[src/rtl/cgq_regs.vh]
// Constants for the channel-gain scan queue: sizes, codes and timing counts.
// Assumes a single 100 MHz logic clock; no software-visible registers exist.
`ifndef CGQ_REGS_VH
`define CGQ_REGS_VH

`define CGQ_DEPTH 64
`define CGQ_IDX_W 6
`define CGQ_CH_W 6
`define CGQ_GAIN_W 2
`define CGQ_FIFO_DEPTH 32
`define CGQ_FIFO_AW 5

// Fastest single-channel conversion rate, and the clock it is measured against
`define CGQ_MAX_RATE_KSPS 333
`define CGQ_CLK_MHZ 100
// Least strobe spacing in clock cycles: 100000 / 333 = 300, sized to the gap counter
`define CGQ_MIN_STROBE_CYC 9'h12C
`define CGQ_GAP_W 9

// Sequencer states, one-hot
`define CGQ_ST_IDLE 3'h1
`define CGQ_ST_ARMED 3'h2
`define CGQ_ST_BURST 3'h4

`endif

[src/rtl/scan_fifo.v]
// First-word-fall-through FIFO held in flip-flops.
// Assumes one clock and a synchronous active-high reset.
`timescale 1ns/10ps
`default_nettype none

module scan_fifo #(
   parameter WIDTH = 16,
   parameter DEPTH = 32,
   parameter AW = 5
) (
   input wire sys_clk,
   input wire rst,
   input wire in_valid,
   output wire in_ready,
   input wire [WIDTH-1:0] in_data,
   output wire out_valid,
   input wire out_ready,
   output wire [WIDTH-1:0] out_data
);

   reg [WIDTH-1:0] mem_q [0:DEPTH-1];
   reg [AW-1:0] wr_ptr_q;
   reg [AW-1:0] rd_ptr_q;
   reg [AW:0] count_q;
   wire push;
   wire pop;

   assign in_ready = (count_q != DEPTH[AW:0]);
   assign out_valid = (count_q != {(AW+1){1'b0}});
   assign push = in_valid & in_ready;
   assign pop = out_valid & out_ready;
   assign out_data = mem_q[rd_ptr_q];

   always @(posedge sys_clk) begin
      if (push) begin
         mem_q[wr_ptr_q] <= in_data;
      end
   end

   // Pointers wrap by index so DEPTH need not be a power of two
   always @(posedge sys_clk) begin
      if (rst) begin
         wr_ptr_q <= {AW{1'b0}};
         rd_ptr_q <= {AW{1'b0}};
         count_q <= {(AW+1){1'b0}};
      end else begin
         if (push) begin
            wr_ptr_q <= (wr_ptr_q == DEPTH[AW-1:0] - 1'b1) ? {AW{1'b0}} : wr_ptr_q + 1'b1;
         end
         if (pop) begin
            rd_ptr_q <= (rd_ptr_q == DEPTH[AW-1:0] - 1'b1) ? {AW{1'b0}} : rd_ptr_q + 1'b1;
         end
         if (push && !pop) begin
            count_q <= count_q + 1'b1;
         end else if (pop && !push) begin
            count_q <= count_q - 1'b1;
         end
      end
   end

endmodule // scan_fifo

`default_nettype wire

[src/rtl/channel_gain_scan_queue.v]
// Channel-gain scan queue: a 64-entry table of channel and gain, stepped by
// conversion strobes, feeding conversion requests to the analog front end.
// Assumes pacer and burst strobes are one-cycle pulses synchronous to sys_clk
// and that the host loads the table only while acquisition is disabled.
`timescale 1ns/10ps
`default_nettype none
`include "cgq_regs.vh"

////////////////////////////////////////////////////////////////////////////////
module channel_gain_scan_queue #(
   parameter DEPTH = `CGQ_DEPTH,
   parameter IDX_W = `CGQ_IDX_W,
   parameter CH_W = `CGQ_CH_W,
   parameter GAIN_W = `CGQ_GAIN_W,
   parameter FIFO_DEPTH = `CGQ_FIFO_DEPTH,
   parameter FIFO_AW = `CGQ_FIFO_AW
) (
   input wire sys_clk,
   input wire rst,
   input wire acq_enable,
   input wire burst_mode,
   input wire diff_mode,
   input wire [IDX_W-1:0] scan_last,
   input wire load_valid,
   output wire load_ready,
   input wire [IDX_W-1:0] load_index,
   input wire [CH_W-1:0] load_channel,
   input wire [GAIN_W-1:0] load_gain,
   input wire pacer_pulse,
   input wire burst_pulse,
   output wire conv_valid,
   input wire conv_ready,
   output wire [CH_W-1:0] conv_channel,
   output wire [GAIN_W-1:0] conv_gain,
   output wire [IDX_W-1:0] conv_index,
   output wire [IDX_W-1:0] scan_index,
   output wire scan_busy,
   output wire scan_wrap,
   output wire overrun,
   output wire rate_fault
);

   localparam ENTRY_W = CH_W + GAIN_W;
   localparam CMD_W = IDX_W + CH_W + GAIN_W;
   localparam [2:0] ST_IDLE = `CGQ_ST_IDLE;
   localparam [2:0] ST_ARMED = `CGQ_ST_ARMED;
   localparam [2:0] ST_BURST = `CGQ_ST_BURST;
   localparam [`CGQ_GAP_W-1:0] MIN_GAP = `CGQ_MIN_STROBE_CYC - 9'h001;

   reg [ENTRY_W-1:0] table_q [0:DEPTH-1];
   reg [2:0] state_q;
   reg [2:0] state_d;
   reg [IDX_W-1:0] idx_q;
   reg [IDX_W-1:0] idx_d;
   reg wrap_q;
   reg overrun_q;
   reg rate_fault_q;
   reg [`CGQ_GAP_W-1:0] gap_q;

   wire load_take;
   wire [ENTRY_W-1:0] entry;
   wire [CH_W-1:0] entry_ch;
   wire [CH_W-1:0] mux_ch;
   wire [GAIN_W-1:0] entry_gain;
   wire strobe;
   wire take;
   wire drop;
   wire last;
   wire fifo_in_ready;
   wire [CMD_W-1:0] fifo_in;
   wire [CMD_W-1:0] fifo_out;

   ////////////////////////////////////////////////////////////////////////////
   // Queue table

   // Table writes are refused while scanning so a scan never sees a half-
   // rewritten sequence
   assign load_ready = (state_q == ST_IDLE);
   assign load_take = load_valid & load_ready;

   genvar e;
   generate
      for (e = 0; e < DEPTH; e = e + 1) begin : g_entry
         always @(posedge sys_clk) begin
            if (load_take && load_index == e[IDX_W-1:0]) begin
               table_q[e] <= {load_channel, load_gain};
            end
         end
      end
   endgenerate

   assign entry = table_q[idx_q];
   assign entry_ch = entry[ENTRY_W-1:GAIN_W];
   assign entry_gain = entry[GAIN_W-1:0];
   // Differential pairs only reach 32 inputs, so the top select bit is dropped
   assign mux_ch = diff_mode ? {1'b0, entry_ch[CH_W-2:0]} : entry_ch;

   ////////////////////////////////////////////////////////////////////////////
   // Sequencer

   // Gated by acq_enable: a strobe in the cycle acquisition stops would push a
   // request without advancing the index
   assign strobe = acq_enable
                 & ((state_q == ST_ARMED && !burst_mode && pacer_pulse)
                 | (state_q == ST_BURST && burst_pulse));
   // A strobe that meets a full FIFO is lost and the entry is retried, so
   // the sequence stays in order at the cost of one missed sample
   assign take = strobe & fifo_in_ready;
   assign drop = strobe & ~fifo_in_ready;
   // Compare with >= so a shortened scan_last mid-run still wraps
   assign last = (idx_q >= scan_last);

   always @* begin
      state_d = state_q;
      idx_d = idx_q;
      case (state_q)
         ST_IDLE: begin
            idx_d = {IDX_W{1'b0}};
            if (acq_enable) begin
               state_d = ST_ARMED;
            end
         end
         ST_ARMED: begin
            if (!acq_enable) begin
               state_d = ST_IDLE;
            end else if (burst_mode && pacer_pulse) begin
               state_d = ST_BURST;
            end else if (take) begin
               idx_d = last ? {IDX_W{1'b0}} : idx_q + 1'b1;
            end
         end
         ST_BURST: begin
            if (!acq_enable) begin
               state_d = ST_IDLE;
            end else if (take) begin
               idx_d = last ? {IDX_W{1'b0}} : idx_q + 1'b1;
               if (last) begin
                  state_d = ST_ARMED;
               end
            end
         end
         default: begin
            state_d = ST_IDLE;
            idx_d = {IDX_W{1'b0}};
         end
      endcase
   end

   always @(posedge sys_clk) begin
      if (rst) begin
         state_q <= ST_IDLE;
         idx_q <= {IDX_W{1'b0}};
         wrap_q <= 1'b0;
      end else begin
         state_q <= state_d;
         idx_q <= idx_d;
         wrap_q <= take & last;
      end
   end

   ////////////////////////////////////////////////////////////////////////////
   // Status: lost strobes and strobes faster than the front end can convert

   always @(posedge sys_clk) begin
      if (rst) begin
         overrun_q <= 1'b0;
         rate_fault_q <= 1'b0;
         gap_q <= MIN_GAP;
      end else begin
         if (drop) begin
            overrun_q <= 1'b1;
         end else if (state_q == ST_IDLE) begin
            overrun_q <= 1'b0;
         end
         // Spacing below 300 cycles exceeds the 333 ksps front-end limit
         if (take && gap_q < MIN_GAP) begin
            rate_fault_q <= 1'b1;
         end else if (state_q == ST_IDLE) begin
            rate_fault_q <= 1'b0;
         end
         if (take) begin
            gap_q <= {`CGQ_GAP_W{1'b0}};
         end else if (state_q == ST_IDLE) begin
            // A fresh scan starts with a full gap so its first take never faults
            gap_q <= MIN_GAP;
         end else if (gap_q < MIN_GAP) begin
            gap_q <= gap_q + 1'b1;
         end
      end
   end

   ////////////////////////////////////////////////////////////////////////////
   // Conversion request buffer toward the front end

   // Every strobe that finds FIFO room is accepted in its own cycle, so back-to-back single-channel
   // conversions run at full strobe rate until the FIFO fills
   assign fifo_in = {idx_q, mux_ch, entry_gain};

   scan_fifo #(
      .WIDTH(CMD_W),
      .DEPTH(FIFO_DEPTH),
      .AW(FIFO_AW)
   ) u_req_fifo (
      .sys_clk(sys_clk),
      .rst(rst),
      .in_valid(take),
      .in_ready(fifo_in_ready),
      .in_data(fifo_in),
      .out_valid(conv_valid),
      .out_ready(conv_ready),
      .out_data(fifo_out)
   );

   assign conv_index = fifo_out[CMD_W-1:CH_W+GAIN_W];
   assign conv_channel = fifo_out[CH_W+GAIN_W-1:GAIN_W];
   assign conv_gain = fifo_out[GAIN_W-1:0];
   assign scan_index = idx_q;
   assign scan_busy = (state_q == ST_BURST);
   assign scan_wrap = wrap_q;
   assign overrun = overrun_q;
   assign rate_fault = rate_fault_q;

endmodule // channel_gain_scan_queue

`default_nettype wire

[config.mk]
export PLATFORM = sky130hd
export DESIGN_NAME = channel_gain_scan_queue
export DESIGN_NICKNAME = d
export VERILOG_FILES = /design/src/rtl/scan_fifo.v /design/src/rtl/channel_gain_scan_queue.v
export VERILOG_INCLUDE_DIRS = /design/src /design/src/rtl
export SDC_FILE = /design/constraint.sdc
export NUM_CORES = 1
export LEC_CHECK = 0
export BUFFER_PORTS_ARGS = -buffer_cell sky130_fd_sc_hd__buf_2
export CAP_MARGIN = 10
export CORE_UTILIZATION = 35
export CTS_CLUSTER_SIZE = 28
export DETAILED_ROUTE_END_ITERATION = 10
export HOLD_SLACK_MARGIN = 0.08
export MAX_ROUTING_LAYER = met4
export PLACE_DENSITY = 0.6
export SLEW_MARGIN = 10
export SYNTH_ARGS = -nofsm -noshare
export SYNTH_HDL_FRONTEND = slang
export SYNTH_HIERARCHICAL = 1
export SYNTH_SLANG_ARGS = --single-unit
[constraint.sdc]
create_clock -name sys_clk -period 6 [get_ports sys_clk]
set_clock_uncertainty 0.2 [all_clocks]
set_input_delay 0.3 -clock sys_clk [delete_from_list [all_inputs] [get_ports sys_clk]]
set_output_delay 0.3 -clock sys_clk [all_outputs]
set_load 0.01 [all_outputs]
==> results.cfg <==
[outcome]
status = finished clean

[synthesis]
syn_area_um2 = 39800
synthTopCellsByArea = edfxtp_1 (72%), mux4_2 (11%), mux2i_1 (3.8%)
syn_inst = 2033
synth-seq-cells = 1008
yosysUniqueCellTypes = 66
synthFlopType = edfxtp_1
synth.top_cell.area_share_pct = 72.5
async_flop_share_pct = 0
seq_area_frac_synth_pct = 74.9
synth_edf_count = 960
syn-num-nets = 2083
avgSynthCellArea_um2 = 19.6
yosys.area.top_type = edfxtp_1
synth_warnings = 6

[routing]
via_per_inst = 5.27
antenna_left = 0
drtIter0Drc = 1799
drtPass1Iterations = 5
wl_um = 89600
wl_per_cell_um = 24.2
drc_errors = 0
via_count = 19477

[cells_and_area]
area_growth_syn_to_layout_pct = 13.2
fillerInstances = 9949
layout.cells.non_filler = 3699
multi_input_area_um2 = 9480
seq_area_um2 = 29800
antenna_cells = 0
drive_gt1_share_pct = 22.7
final_cell_mix = edfxtp_1 (960), mux4_2 (190), mux2i_1 (150)
fin_nets = 2171
final_common_cell = edfxtp_1

[power_and_ir_drop]
ir_drop_mv = 0.299
p_per_area_nw_per_um2 = 325
finalPower_uw = 14600
p_leak_uw = 0.0137

[sta]
min_period_ns = 4.35
finalMaxSlewViolations = 0
final_hold_viol_count = 0
finalSetupViolCount = 0
period_share_pct = 72.5
max_freq_mhz = 230
fin_setup_tns_ns = 0
tightest_slew_ns = 1.28
slew-limit-headroom_pct = 14.6
rsz0062_at_grt = false

[die]
dieArea_um2 = 115000
die_height_um = 339
num_rows = 123
start_util_pct = 35.3
io_pins = 55
die_x_um = 339
core_um2 = 113000

[critical_path]
r2r_slack_ns = 1.65
cp.required_ns = 6.34
startpoint_type = register
worstPathMaxFanout = 11
cp_data_arrival_time_ns = 4.69
reg2reg_depth = 11
worstSetupEndpointType = register
path_class = reg2reg

[placement]
port_buffers = 54
dp.cells = 3508
gp_congestion = 0.789
dp_hpwl_um = 53300

[global_route]
grt_pass1_vias = 19858
grt_overflow = 0
grt_max_degree = 65
antenna_found_initial = 1
grt_use_total_pct = 15.9
grt_pass1_wl_um = 132000

[cts]
numCtsBuffers = 95
cts_max_level = 3
clk_latency_ns = 0.66
clk_pin_slew_ns = 0.06
cts_setup_buffers = 0
cts_sinks = 1008
cts_tree = yes
root_buffer = clkbuf_16
cts_buffer_depth = 3

[hold_path]
holdPathStages = 6
hold_path_class = in2reg

[flow_run]
drv_cap = 0
==> final timing paths <==
path,from,to
worst min-delay path,scan_last[5],scan_wrap$_SDFF_PP0_
worst max register to register,u_req_fifo/count_q[0]$_SDFFE_PP0P_,u_req_fifo/count_q[5]$_SDFFE_PP0P_
worst max-delay path,u_req_fifo/count_q[0]$_SDFFE_PP0P_,u_req_fifo/count_q[5]$_SDFFE_PP0P_
worst min register to register,u_req_fifo/count_q[4]$_SDFFE_PP0P_,u_req_fifo/count_q[4]$_SDFFE_PP0P_
==> cell families (layout without fill, tap and decap cells) <==
family,Yosys count,after routing,synth area share (%)
compound gates,190,190,3.67
fa+ha+maj,21,21,0.679
mux,348,348,14.8
xor+xnor,13,13,0.286
buf+inv,125,291,1.67
simple gates,328,328,4.05
flops,1008,1008,74.9
==> stage by stage <==
stage                     setup slack (ns)  utilization, %  instance area [µm²]  hold WS [ns]
after global placement                1.81            37.1                41700         0.293
final                                 1.65            40.0                45000         0.230
after floorplan                       2.22               -                39800         0.199
after CTS                             1.70            39.9                45000         0.214
after detailed placement              1.73            37.1                41700         0.314
after global routing                  1.44            40.0                45000         0.249
==> repair_timing <==
item / in CTS / in global routing
hold endpoints to repair: 28 / 304
gates resized for setup: 0 / 0
endpoints found under the setup margin: 0 / 0
hold buffers: 10 / 6
==> registers in the layout, indices dropped and copies added, names as in the netlist, named ones only <==
register	cells
table_q	512
u_req_fifo/mem_q	448
gap_q	9
scan_index	6
u_req_fifo/count_q	6
u_req_fifo/rd_ptr_q	5
u_req_fifo/wr_ptr_q	5
state_q	3
overrun	1
rate_fault	1
scan_wrap	1
==> where the power goes <==
| group | switching (µW) | total [µW] | internal (µW) |
|---|---|---|---|
| Combinational | 506 | 843 | 337 |
| Clock | 2540 | 6000 | 3470 |
| Sequential | 89.8 | 7770 | 7680 |
==> area by class of cell <==
class                           count  share of cell area (%)
Multi-Input combinational cell    900                    21.0
Clock buffer                      119                    5.71
Sequential cell                  1008                    66.2
Inverter                           18                   0.156
Clock inverter                     56                    1.20
Timing Repair Buffer               98                    1.54
Tap cell                         1500                    4.17
==> cells in the mapped netlist, types with 11 or more instances <==
| master | instances |
|---|---|
| ha_1 | 20 |
| a211oi_1 | 18 |
| buf_6 | 11 |
| a22oi_1 | 58 |
| edfxtp_1 | 960 |
| clkbuf_1 | 32 |
| mux4_2 | 190 |
| buf_4 | 14 |
| nand2_1 | 49 |
| nor2b_1 | 16 |
| dfxtp_1 | 48 |
| a22o_1 | 16 |
| buf_2 | 45 |
| inv_1 | 15 |
| mux2i_1 | 150 |
| nand3_1 | 58 |
| nor2_1 | 131 |
| a221oi_2 | 12 |
| a21oi_1 | 30 |
==> critical path, cell delays in order, from the launching register on <==
cell	delay, ns
dfxtp_1	0.38
or4_4	0.60
or3_1	0.36
nand2_1	0.24
clkinv_1	0.36
o31ai_4	0.23
inv_4	0.15
ha_1	0.49
or4_1	0.61
a21oi_1	0.15
nand4b_1	0.14
mux2_2	0.33
==> routing by layer <==
layer  share of wire (%)  track usage [%]  vias up
met4                 1.7             3.74        0
met2                  50             26.0      595
li1                    -                -     8494
met3                 4.9             2.34      113
met5                   0                -        -
met1                  43             21.0    10275
No activity file was read; power rests on OpenSTA's default activity.
